File: config.mk
export PLATFORM = sky130hd
export DESIGN_NAME = rx_e1_ais_insert_ctrl
export DESIGN_NICKNAME = d
export VERILOG_FILES = /design/src/rx_ais_pkg.sv /design/src/multiframe_stretch.sv /design/src/rx_e1_ais_insert_ctrl.sv /design/src/side_alarm_qual.sv
export VERILOG_INCLUDE_DIRS = /design/src /design/src/src
export SDC_FILE = /design/constraint.sdc
export NUM_CORES = 1
export LEC_CHECK = 0
export ABC_AREA = 1
export BUFFER_PORTS_ARGS = -buffer_cell sky130_fd_sc_hd__buf_4
export CAP_MARGIN = 40
export CORE_MARGIN = 1
export CORE_UTILIZATION = 57
export CTS_BUF_LIST = sky130_fd_sc_hd__clkbuf_8
export DETAILED_ROUTE_END_ITERATION = 10
export PLACE_DENSITY_LB_ADDON = 0.3
export SLEW_MARGIN = 15
export SYNTH_ARGS = -nofsm -noshare
export SYNTH_HDL_FRONTEND = slang
export SYNTH_SLANG_ARGS = --single-unit
export TNS_END_PERCENT = 20
File: constraint.sdc
create_clock -name sys_clk -period 2.16 [get_ports sys_clk]
set_input_delay 0.432 -clock sys_clk [delete_from_list [all_inputs] [get_ports sys_clk]]
set_output_delay 0.432 -clock sys_clk [all_outputs]
set_load 0.05 [all_outputs]
File: src/rx_ais_defines.svh
`ifndef RX_AIS_DEFINES_SVH
`define RX_AIS_DEFINES_SVH

// Number of E1 ports served by this block.
`define NUM_PORTS 4

// Register indices on the plain register port.
`define RA_CTRL 4'h0
`define RA_PORT 4'h1
`define RA_TRIB0 4'h4
`define RA_TRIB1 4'h5
`define RA_TRIB2 4'h6
`define RA_TRIB3 4'h7
`define RA_ALARM_STATE 4'h8
`define RA_IRQ_STATUS 4'h9
`define RA_IRQ_CLEAR 4'hA
`define RA_IRQ_ENABLE 4'hB

// Control register layout, bit 8 down to bit 0.
`define CTRL_WIDTH 9
`define CTRL_LINE_ALARM_EN_BIT 8
`define CTRL_UPSTREAM_EN_BIT 7
`define CTRL_V1_SOURCE_BIT 6
`define CTRL_UNEQ_EN_BIT 5
`define CTRL_TRACE_CMP_BIT 4
`define CTRL_TRACE_ALARM_BIT 3
`define CTRL_TRACE_SIZE_BIT 2
`define CTRL_TANDEM_EN_BIT 1
`define CTRL_TANDEM_ALARM_BIT 0

// Port control layout: side selects low, force bits above.
`define PORT_SIDE_LSB 0
`define PORT_FORCE_LSB 4

// Tributary number layout: segment in bits 6:5, index in bits 4:0.
`define TRIB_WIDTH 7
`define TRIB_SEG_MSB 6
`define TRIB_SEG_LSB 5
`define TRIB_IDX_MSB 4
`define TRIB_IDX_MAX 5'h15

// Reset values.
`define CTRL_RESET 9'h000
`define PORT_RESET 8'h00
`define TRIB_RESET 7'h00
`define IRQ_ENABLE_RESET 4'h0

// Multiframe length in time and in core clock cycles.
`define MF_TIME_NS 500000
`define CLK_PERIOD_NS 8
`define MF_CYCLES ((`MF_TIME_NS + `CLK_PERIOD_NS - 1) / `CLK_PERIOD_NS)
`define MF_CNT_WIDTH 16

`endif

File: src/rx_ais_pkg.sv
`include "rx_ais_defines.svh"

package rx_ais_pkg;

    // Alarms of one port on one drop side, from the detectors.
    typedef struct packed {
        logic loss_of_pointer;
        logic trib_alarm_ind;
        logic drop_clock_loss;
        logic label_unequipped;
        logic label_mismatch;
        logic trace_lock_loss;
        logic trace_mismatch;
        logic tandem_unequipped;
        logic tandem_lock_loss;
        logic tandem_trace_mismatch;
        logic tandem_multiframe_loss;
        logic tandem_alarm_ind;
    } side_alarm_t;

    // Shared qualifier bits, in the order of the control register.
    typedef struct packed {
        logic rx_line_alarm_enable;
        logic upstream_alarm_enable;
        logic v1_source_select;
        logic unequipped_alarm_enable;
        logic trace_compare_enable;
        logic trace_alarm_enable;
        logic trace_size_select;
        logic tandem_enable;
        logic tandem_alarm_enable;
    } qual_cfg_t;

    // One request on the register port.
    typedef struct packed {
        logic [3:0] addr;
        logic [15:0] wdata;
        logic wr;
        logic rd;
    } reg_req_t;

    // Whole state of the top module.
    typedef struct packed {
        qual_cfg_t cfg;
        logic [3:0] side_sel;
        logic [3:0] force_alarm;
        logic [3:0][`TRIB_WIDTH-1:0] trib;
        logic [3:0] ais;
        logic [3:0] data_out;
        logic [3:0] irq_status;
        logic [3:0] irq_enable;
        logic irq;
        logic [15:0] rd_data;
    } ctrl_state_t;

    // States of the FIFO error stretcher.
    typedef enum logic {
        ST_IDLE = 1'b0,
        ST_HOLD = 1'b1
    } stretch_state_t;

    // Whole state of the stretcher.
    typedef struct packed {
        stretch_state_t state;
        logic [`MF_CNT_WIDTH-1:0] cnt;
    } stretch_regs_t;

    // Picks the bit of the bus segment that carries the tributary.
    function automatic logic seg_pick(input logic [2:0] bits,
                                      input logic [1:0] seg);
        logic r;
        r = 1'b0;
        case (seg)
            2'h1: r = bits[0];
            2'h2: r = bits[1];
            2'h3: r = bits[2];
            default: r = 1'b0;
        endcase
        return r;
    endfunction : seg_pick

    // A tributary number is valid with a segment 1-3 and index 1-21.
    function automatic logic trib_valid(
        input logic [`TRIB_WIDTH-1:0] tun);
        logic [1:0] seg;
        logic [4:0] idx;
        seg = tun[`TRIB_SEG_MSB:`TRIB_SEG_LSB];
        idx = tun[`TRIB_IDX_MSB:0];
        return (seg != 2'h0) && (idx != 5'h00) && (idx <= `TRIB_IDX_MAX);
    endfunction : trib_valid

endpackage : rx_ais_pkg

File: src/multiframe_stretch.sv
`timescale 1ns/1ps
`default_nettype none

`include "rx_ais_defines.svh"

// Holds an alarm for one multiframe after each trigger pulse.
module multiframe_stretch
    import rx_ais_pkg::*;
#(
    parameter int MF_CYCLES = `MF_CYCLES
)
(
    input wire logic sys_clk,
    input wire logic sys_rst,
    input wire logic trigger,
    output logic hold
);

    stretch_regs_t st_reg; // Registered state.
    stretch_regs_t st_next; // Next state.

    // Counts down the multiframe; a new trigger restarts it.
    always_comb begin
        st_next = st_reg;
        case (st_reg.state)
            ST_IDLE: begin
                if (trigger) begin
                    st_next.state = ST_HOLD;
                    st_next.cnt = `MF_CNT_WIDTH'(MF_CYCLES - 1);
                end
            end
            ST_HOLD: begin
                if (trigger) begin
                    st_next.cnt = `MF_CNT_WIDTH'(MF_CYCLES - 1);
                end else if (st_reg.cnt == '0) begin
                    st_next.state = ST_IDLE;
                end else begin
                    st_next.cnt = st_reg.cnt - 1'b1;
                end
            end
            default: begin
                st_next.state = ST_IDLE;
            end
        endcase
    end

    // Registers the state.
    always_ff @(posedge sys_clk) begin
        if (sys_rst) begin
            st_reg <= '0;
        end else begin
            st_reg <= st_next;
        end
    end

    // The hold flag is the state bit itself.
    assign hold = (st_reg.state == ST_HOLD);
endmodule : multiframe_stretch

`default_nettype wire

File: src/rx_e1_ais_insert_ctrl.sv
// Functional notes
// - Shared enable lets internal alarms send AIS.
// - AIS output is unframed all ones.
// - A side: pointer, tributary, clock loss alarm.
// - A side upstream alarm under its enable.
// - A side H4 error when V1 source 0.
// - Label mismatch; unequipped under its enable.
// - Trace alarms with compare, enable, size 0.
// - Tandem alarms with tandem and alarm enable.
// - B side: pointer, tributary, clock loss alarm.
// - B side upstream alarm under its enable.
// - B side gets the same qualified triggers.
// - FIFO error sends AIS one multiframe.
// - Software force bit sends AIS always.
// - Invalid tributary number sends AIS.
// - Segment inputs follow the selected tributary.
//
// Strobed register access and the address map were left to the implementer.
`timescale 1ns/1ps
`default_nettype none

`include "rx_ais_defines.svh"

module rx_e1_ais_insert_ctrl
    import rx_ais_pkg::*;
#(
    parameter int MF_CYCLES = `MF_CYCLES
)
(
    input wire logic sys_clk,
    input wire logic sys_rst,
    input wire reg_req_t reg_req,
    output logic [15:0] reg_rd_data,
    input wire side_alarm_t [3:0] a_side,
    input wire side_alarm_t [3:0] b_side,
    input wire logic [2:0] a_upstream_alarm,
    input wire logic [2:0] b_upstream_alarm,
    input wire logic [2:0] a_multiframe_byte_error,
    input wire logic [2:0] b_multiframe_byte_error,
    input wire logic [3:0] rx_fifo_error,
    input wire logic [3:0] rx_e1_data_in,
    output logic [3:0] rx_e1_data_out,
    output logic [3:0] rx_alarm_active,
    output logic irq
);

    ctrl_state_t st_reg; // Registered state of the block.
    ctrl_state_t st_next; // Next value of the state.

    logic [3:0] qual_a; // Qualified A side alarm per port.
    logic [3:0] qual_b; // Qualified B side alarm per port.
    logic [3:0] fifo_hold; // One multiframe hold after FIFO error.
    logic [3:0] fifo_trig; // FIFO error accepted by the enable.
    logic [3:0] cause; // Combined alarm request per port.
    logic [3:0] irq_clear; // Status bits cleared by this write.
    logic [3:0] rise; // Ports whose alarm starts now.

    // Each port has its own qualifiers and its own FIFO hold timer.
    genvar p;
    generate
        for (p = 0; p < `NUM_PORTS; p++) begin : g_port
            logic [1:0] seg; // Bus segment of the tributary.

            // Segment inputs come from the tributary's own segment.
            assign seg = st_reg.trib[p][`TRIB_SEG_MSB:`TRIB_SEG_LSB];

            // Qualification of the A side.
            side_alarm_qual u_qual_a (
                .side(a_side[p]),
                .seg_upstream(seg_pick(a_upstream_alarm, seg)),
                .seg_h4_error(seg_pick(a_multiframe_byte_error, seg)),
                .cfg(st_reg.cfg),
                .alarm(qual_a[p])
            );

            // Qualification of the B side.
            side_alarm_qual u_qual_b (
                .side(b_side[p]),
                .seg_upstream(seg_pick(b_upstream_alarm, seg)),
                .seg_h4_error(seg_pick(b_multiframe_byte_error, seg)),
                .cfg(st_reg.cfg),
                .alarm(qual_b[p])
            );

            // A FIFO error counts only while line alarms are enabled.
            assign fifo_trig[p] = rx_fifo_error[p] &
                                  st_reg.cfg.rx_line_alarm_enable;

            // Stretches the FIFO error to one multiframe.
            multiframe_stretch #(
                .MF_CYCLES(MF_CYCLES)
            ) u_stretch (
                .sys_clk(sys_clk),
                .sys_rst(sys_rst),
                .trigger(fifo_trig[p]),
                .hold(fifo_hold[p])
            );
        end
    endgenerate

    // Decodes the clear register, which holds no state of its own.
    always_comb begin
        irq_clear = 4'h0;
        if (reg_req.wr && reg_req.addr == `RA_IRQ_CLEAR) begin
            irq_clear = reg_req.wdata[3:0];
        end
    end

    // Computes the alarm request of every port.
    always_comb begin
        for (int i = 0; i < `NUM_PORTS; i++) begin
            // The selected side decides which qualified alarm counts.
            cause[i] = (st_reg.side_sel[i] ? qual_b[i] : qual_a[i]) |
                       (fifo_hold[i] &
                        st_reg.cfg.rx_line_alarm_enable) |
                       st_reg.force_alarm[i] |
                       ~trib_valid(st_reg.trib[i]);
        end
        rise = cause & ~st_reg.ais;
    end

    // Builds the next state: register writes, alarms, data and reads.
    always_comb begin
        st_next = st_reg;
        st_next.rd_data = 16'h0000;

        // Register writes; the clear register is decoded above.
        if (reg_req.wr) begin
            if (reg_req.addr == `RA_CTRL) begin
                st_next.cfg = qual_cfg_t'(reg_req.wdata[`CTRL_WIDTH-1:0]);
            end else if (reg_req.addr == `RA_PORT) begin
                st_next.side_sel = reg_req.wdata[`PORT_SIDE_LSB +: 4];
                st_next.force_alarm = reg_req.wdata[`PORT_FORCE_LSB +: 4];
            end else if (reg_req.addr == `RA_TRIB0 ||
                         reg_req.addr == `RA_TRIB1 ||
                         reg_req.addr == `RA_TRIB2 ||
                         reg_req.addr == `RA_TRIB3) begin
                // Tributary registers are aligned, low bits index them.
                st_next.trib[reg_req.addr[1:0]] =
                    reg_req.wdata[`TRIB_WIDTH-1:0];
            end else if (reg_req.addr == `RA_IRQ_ENABLE) begin
                st_next.irq_enable = reg_req.wdata[3:0];
            end else begin
                // Other addresses and read-only registers ignore writes.
                st_next.cfg = st_reg.cfg;
            end
        end

        // Alarm state and the line data that follows it.
        st_next.ais = cause;
        for (int i = 0; i < `NUM_PORTS; i++) begin
            // All ones replaces the data, with no framing at all.
            st_next.data_out[i] = cause[i] ? 1'b1 :
                                  rx_e1_data_in[i];
        end

        // A new alarm wins over a clear in the same cycle.
        st_next.irq_status = (st_reg.irq_status & ~irq_clear) | rise;
        st_next.irq = |(st_next.irq_status & st_next.irq_enable);

        // Register reads answer in the next cycle only.
        if (reg_req.rd) begin
            if (reg_req.addr == `RA_CTRL) begin
                st_next.rd_data = 16'(st_reg.cfg);
            end else if (reg_req.addr == `RA_PORT) begin
                st_next.rd_data = {8'h00, st_reg.force_alarm,
                                   st_reg.side_sel};
            end else if (reg_req.addr == `RA_TRIB0 ||
                         reg_req.addr == `RA_TRIB1 ||
                         reg_req.addr == `RA_TRIB2 ||
                         reg_req.addr == `RA_TRIB3) begin
                st_next.rd_data = 16'(st_reg.trib[reg_req.addr[1:0]]);
            end else if (reg_req.addr == `RA_ALARM_STATE) begin
                // Live alarm state and FIFO holds, for software.
                st_next.rd_data = {8'h00, fifo_hold, st_reg.ais};
            end else if (reg_req.addr == `RA_IRQ_STATUS) begin
                st_next.rd_data = {12'h000, st_reg.irq_status};
            end else if (reg_req.addr == `RA_IRQ_ENABLE) begin
                st_next.rd_data = {12'h000, st_reg.irq_enable};
            end else begin
                // Unmapped and write-only addresses read as zero.
                st_next.rd_data = 16'h0000;
            end
        end
    end

    // Registers the whole state; reset forces AIS via invalid numbers.
    always_ff @(posedge sys_clk) begin
        if (sys_rst) begin
            st_reg <= '0;
            st_reg.cfg <= qual_cfg_t'(`CTRL_RESET);
            {st_reg.force_alarm, st_reg.side_sel} <= `PORT_RESET;
            st_reg.trib <= {`NUM_PORTS{`TRIB_RESET}};
            st_reg.irq_enable <= `IRQ_ENABLE_RESET;
        end else begin
            st_reg <= st_next;
        end
    end

    // Every output is a flip-flop of the state.
    assign reg_rd_data = st_reg.rd_data;
    assign rx_e1_data_out = st_reg.data_out;
    assign rx_alarm_active = st_reg.ais;
    assign irq = st_reg.irq;

    // Checks for each port.
    generate
        for (p = 0; p < `NUM_PORTS; p++) begin : g_chk

        end
    endgenerate
endmodule : rx_e1_ais_insert_ctrl

`default_nettype wire

File: src/side_alarm_qual.sv
`timescale 1ns/1ps
`default_nettype none

// Qualifies the alarms of one drop side of one port.
module side_alarm_qual
    import rx_ais_pkg::*;
(
    input wire side_alarm_t side,
    input wire logic seg_upstream,
    input wire logic seg_h4_error,
    input wire qual_cfg_t cfg,
    output logic alarm
);

    // Pointer, tributary alarm and clock loss always raise alarm.
    logic base; // Unconditional causes.
    logic upstream; // Upstream alarm under its enable.
    logic gated; // Causes that need the line alarm enable.
    logic trace_on; // Trace alarms are armed.
    logic tandem_on; // Tandem alarms are armed.

    // Combines the causes of this side.
    always_comb begin
        base = side.loss_of_pointer | side.trib_alarm_ind |
               side.drop_clock_loss;
        upstream = seg_upstream & cfg.upstream_alarm_enable;
        trace_on = cfg.trace_compare_enable & cfg.trace_alarm_enable &
                   ~cfg.trace_size_select;
        tandem_on = cfg.tandem_enable & cfg.tandem_alarm_enable;
        gated = (seg_h4_error & ~cfg.v1_source_select) |
                side.label_mismatch |
                (side.label_unequipped &
                 cfg.unequipped_alarm_enable) |
                (trace_on & (side.trace_lock_loss |
                             side.trace_mismatch)) |
                (tandem_on & (side.tandem_unequipped |
                              side.tandem_lock_loss |
                              side.tandem_trace_mismatch |
                              side.tandem_multiframe_loss |
                              side.tandem_alarm_ind));
        // The same gating serves both sides.
        alarm = base | upstream |
                (gated & cfg.rx_line_alarm_enable);
    end

endmodule : side_alarm_qual

`default_nettype wire

-- After elaboration in Yosys (flattened, before gate mapping)
Cells that the tools add are included.
Widths: inputs -> output; s select.
- flip-flop bits (word level): 146
- output and inout bits: 25
- bits of input ports: 140
- word-level logic and storage cells: 364
- equal/unequal tests: 29
- muxes and demuxes: 65
- order comparisons: 6
- bitwise operators: 194
- reduce and logical (&&, ||, !) cells: 36
- add/sub/neg operators: 4
- operators by type and width (kind ; number):
    $pmux 17 s2 ; 4
    $mux 16 ; 8
    $or 1x1->1 ; 116
    $mux 17 ; 4
    $logic_not 16->1 ; 4
    $sub 16x1->16 const B ; 4
    $and 1x1->1 ; 59
    $pmux 1 s3 ; 16
    $mux 4 ; 8
    $bwmux 28 ; 1
    $mux 8 ; 3
    $le 5x5->1 const B ; 4
    $reduce_bool 5->1 ; 4
    $eq 2x2->1 const B ; 8
    $eq 4x3->1 const B ; 4
    $eq 4x4->1 const B ; 4
    $mux 1 ; 16
    $bmux 7 s2 ; 1
    $demux 7 s2 ; 1
    $mux 7 ; 2
    $not 1->1 ; 13
    $and 4x4->4 ; 3
    $ne 3x2->1 const B ; 4
    $logic_and 1x1->1 ; 10
    other kinds (17) ; 33

-- Logic depth before layout (Yosys ltp)
- word-level depth: 17
- depth in mapped cells: 16
- depth with buffers taken out: 15

-- Cells and area by module
From an unflattened synthesis, not the netlist that was laid out.
- cells, all modules: 1377
- area total of the unflattened synthesis: 8846.0 sq um
- modules (own cells, without submodules) (module ; times used ; cells each ; area each (sq um) ; sequential area each (sq um)):
    multiframe_stretch ; 4 ; 163 ; 1074.8 ; 340.3
    rx_e1_ais_insert_ctrl ; 1 ; 557 ; 3796.1 ; 1421.4
    side_alarm_qual ; 8 ; 21 ; 93.8 ; 0.0

-- Worst setup path after synthesis
No wires, ideal clock.
- path kind: register -> register
- from: register g_port[3].u_stretch.st_reg[0] in the netlist's numbering
- to: register g_port[3].u_stretch.st_reg[2] in the netlist's numbering
- period minus slack after synthesis: 1.786 ns
- data required time: 2.039 ns
- stages on the path, launching flop included: 15
- setup slack: 0.374 ns
- arrival: 1.664 ns
- buffers on the path: 1
- setup time: 0.121 ns
- cell sequence: dfxtp_1 > inv_1 > ha_1 > nand2_1 > nor2_1 > nand2_1 > nor2_2 > nand4_1 > and2_4 > buf_6 > nor2_8 > inv_2 > nand2_1 > xor2_1 > nor2_1
- longest elaborated chain between the ends: 4
- elaborated cells on any way between the ends: 7
- classes of those cells: 1 x add/sub; 1 x eq/ne; 3 x mux; 2 x reduce/logical
- ends and longest elaborated chain (element ; line ; RTL):
    from (decl) ; multiframe_stretch.sv:19 ; stretch_regs_t st_reg;
    from (signal assigned) ; multiframe_stretch.sv:52 ; st_reg <= st_next;
    $sub 16x1->16 ; multiframe_stretch.sv:38 ; st_next.cnt = st_reg.cnt - 1'b1;
    $mux 16 ; multiframe_stretch.sv:35 ; end else if (st_reg.cnt == '0) begin
    $mux 16 ; multiframe_stretch.sv:33 ; if (trigger) begin
    $pmux 17 s2 ; multiframe_stretch.sv:25 ; case (st_reg.state)
Several ways; a longest one is shown, not always the timed one. The select of a mux whose other input is x is not followed.
A chain may end at the register's enable or synchronous reset.

-- Worst setup path after layout
- from: register g_port[2].u_stretch.st_reg[0] in the netlist's numbering
- to: register g_port[2].u_stretch.st_reg[15] in the netlist's numbering
- longest elaborated chain between the ends: 4
- elaborated cells on any way between the ends: 7
- classes of those cells: 1 x add/sub; 1 x eq/ne; 3 x mux; 2 x reduce/logical
- ends and longest elaborated chain (element ; line):
    from (decl) ; multiframe_stretch.sv:19
    from (signal assigned) ; multiframe_stretch.sv:52
    $sub 16x1->16 ; multiframe_stretch.sv:38
    $mux 16 ; multiframe_stretch.sv:35
    $mux 16 ; multiframe_stretch.sv:33
    $pmux 17 s2 ; multiframe_stretch.sv:25
Several ways; a longest one is shown, not always the timed one. The select of a mux whose other input is x is not followed.

==> impl_results.md <==
- Number of non-filler instances in the completed layout: around 1500
- Number of instances in the synthesized netlist: 1155
- Area share of the leading cell type in the synthesized netlist: 36.6%
- Post-synthesis area per instance: 6.58 µm²
- Cell type contributing the most total cell area after synthesis: sky130_fd_sc_hd__dfxtp_1
- Status: finished, final reports clean
- Starting utilization of the core area: 59.2%
- Residual overflow from global routing: 0
- Antenna-violating nets left: 0
- Clock tree from TritonCTS: done
- Worst slew margin relative to its limit: 60.9%
- Number of warning messages in the yosys log: 0
- Initial antenna violation count: 0
- Count of inserted antenna diode cells: 0
- Global-route wire length before repair: 34600 µm
- Area added between synthesis and finish: 22.2%
- Highest attainable clock frequency: about 500 MHz
- Count of max-cap constraint violations: 0
- Tmin final: about 2000 ps
- Crit Path Category: reg2reg
- TritonRoute pass-1 iters: 5
- Share of the cycle needed by the critical path after routing: 92.4%
- Leading post-synthesis cells by instance count: sky130_fd_sc_hd__nand2_1 (208), sky130_fd_sc_hd__nor2_1 (162), sky130_fd_sc_hd__inv_1 (153), sky130_fd_sc_hd__dfxtp_1 (139), sky130_fd_sc_hd__nand3_1 (106)
- Total number of placement rows: 41
- CTS sink cnt: 139
- Max Transition Viols Final: 0
- Final design utilization: 72.4%
- Maximum cell stage delay along the critical path: between 300 and 400 ps
- Buffer cell driving the clock tree root: sky130_fd_sc_hd__clkbuf_8
- Pin count of the biggest net entering global routing: 53
- Aggregate global-route resource usage: a little under a third
- Clock-pin slew of the registers on the worst-case setup and hold paths: 70 ps
- Critical Path Most Common Cell: sky130_fd_sc_hd__nand2_1
- Synth cell types: 52
- Ordered list of cells on the worst path: inv_1, ha_1, nand3_1, nor2_2, nand2_1, nor2_2, nand2_1, nand2_4, buf_4, nor3_2, nand2_1, o21ai_1, a21oi_1, nor2_1
- Worst clock skew: 8.69 ps
- Total CTS buffers: 17
- Critical path's slowest cell: sky130_fd_sc_hd__dfxtp_1
- Drt total wl: about 22000 µm
- Total power per unit cell area: a little under 600 nW/µm²
- Via count of the first global-routing pass: 7521
- Max rail drop VDD: 0.633 mV
- Leading cell type by number of instances after synthesis: sky130_fd_sc_hd__nand2_1
- Number of buffer cells added on primary ports: 150
- Post-layout net count: 1453
- I/O pins: 165
- Die area: 13800 µm²
- Unrepaired setup endpoints after global routing: true
- Chip Height: 117 µm
- Type of the most critical hold path: in2reg
- Actual slew at the worst max-slew pin: 585 ps
- First-iteration detailed-routing DRC count: 711
- Hold WS: 171 ps
- Final Wtd Congestion: approximately 0.96
- HPWL after detailed placement: between 15000 and 20000 µm
- Flip-flop count of the largest register after layout: 64
- Vias: 8142
- Top cells by area, synth: sky130_fd_sc_hd__dfxtp_1 (37%), sky130_fd_sc_hd__nand2_1 (10%), sky130_fd_sc_hd__nor2_1 (8.0%)
- Element type at the critical path end: flop
- Share of layout cells above drive strength 1: a little under a fifth
- Total core area: 12800 µm²
- Required time worst endpoint: 2490 ps
- Number of filler cells placed in the layout: 1135
- Syn Std Cell Area: 7600 µm²
- Vias per cell: 5.46
- Max clock buf depth: 2
- Detailed-route DRC error count: 0
- Number of failing hold endpoints at the final stage: 0
- Number of storage elements in the synthesis netlist: 139
- Leakage: 4.54 nW
- Die width: 117 µm
- Power consumption: 5.51 mW
- Setup violations, final: 0
- Post-synth EDFFs: 0
- Clock insertion delay at the later pin of the skew report: between 400 and 500 ps
- Ys flop type: sky130_fd_sc_hd__dfxtp_1
- Minimum setup slack among reg-to-reg paths: 160 ps
- Part of the Yosys area used for sequential elements: 36.6%
- Cell Count Post-Placement: 1460
- Critical path launch point type: flop
- Critical path arrival: around 2300 ps
- H-tree level count: 4
- Asr flop ratio synth: 0%
- Average wire per cell in the routed design: 14.5 µm
- Critical path fanouts, max: 8
[placed cells by master (no fill, tap or decap), drive strengths merged, types with 6 or more instances in the layout]
master,count
buf,179
nand4,8
or2,7
xor2,6
nor2,168
nand3,106
a21oi,83
dfxtp,139
nor3,41
inv,161
a22oi,7
nor4,10
conb,7
a21boi,8
clkbuf,20
nand2,215
a31oi,7
o21ai,81
[layer usage]
metal,GRT usage [%],share of wire (%)
met1,35.0,40
met2,54.2,48
met3,7.22,7.9
met4,17.8,4.6
met5,0,0
[power breakdown]
group          switching [mW]  leakage, nW  internal, mW  total (mW)
clock                   0.958        0.193          1.08        2.04
sequential             0.0470         1.13          2.62        2.67
combinational           0.466         3.22         0.333       0.799
total                    1.47         4.54          4.04        5.51
[path summary, 6_finish.rpt]
check                                                    from  cells past startpoint                              to
worst min register to register  g_port[3].u_stretch.st_reg[0]                      2   g_port[3].u_stretch.st_reg[0]
worst min-delay path                         rx_e1_data_in[3]                      3               rx_e1_data_out[3]
worst max-delay path            g_port[2].u_stretch.st_reg[0]                     14  g_port[2].u_stretch.st_reg[15]
worst max register to register  g_port[2].u_stretch.st_reg[0]                     14  g_port[2].u_stretch.st_reg[15]
[layout make-up]
cell class	count	area, µm²	area share, %
timing repair buffer	179	1340	14.5
clock buffer	20	275	2.96
inverter	161	604	6.51
multi-input combinational	811	3960	42.7
sequential	139	2780	30.0
tap	172	215	2.32
clock inverter	9	98.8	1.06
[logic make-up after synthesis]
family / share of synthesized area (%)
adders and majority gates: 0.659
DFF: 36.6
AOI/OAI and AO/OA: 16.4
xor gates and xnor gates: 1.27
other: 0.0494
and+or+nand+nor: 33.1
buffers and inverters: 11.9
[critical path: cells and delay by family (launching register included)]
kind | cells | cell delay, ps
and+or+nand+nor | 9 | 880
DFF | 1 | 330
buffers and inverters | 2 | 250
adders and majority gates | 1 | 200
AOI/OAI and AO/OA | 2 | 200
[metrics by stage]
step | setup TNS, ps | instance area [µm²] | setup WS (ps)
global placement | 0 | 8860 | 197
global route | -130 | 9290 | -41.3
CTS | 0 | 9240 | 118
finish | 0 | 9290 | 164
detailed placement | 0 | 8860 | 132
floorplan | 0 | 7620 | 374
[timing repair]
item	4_1_cts	5_1_grt
resized for setup	0	10
hold buffers	0	0
hold endpoints to repair	0	0
endpoints found under the setup margin	0	26
buffers inserted	0	2
No activity file was read; power rests on OpenSTA's default activity.
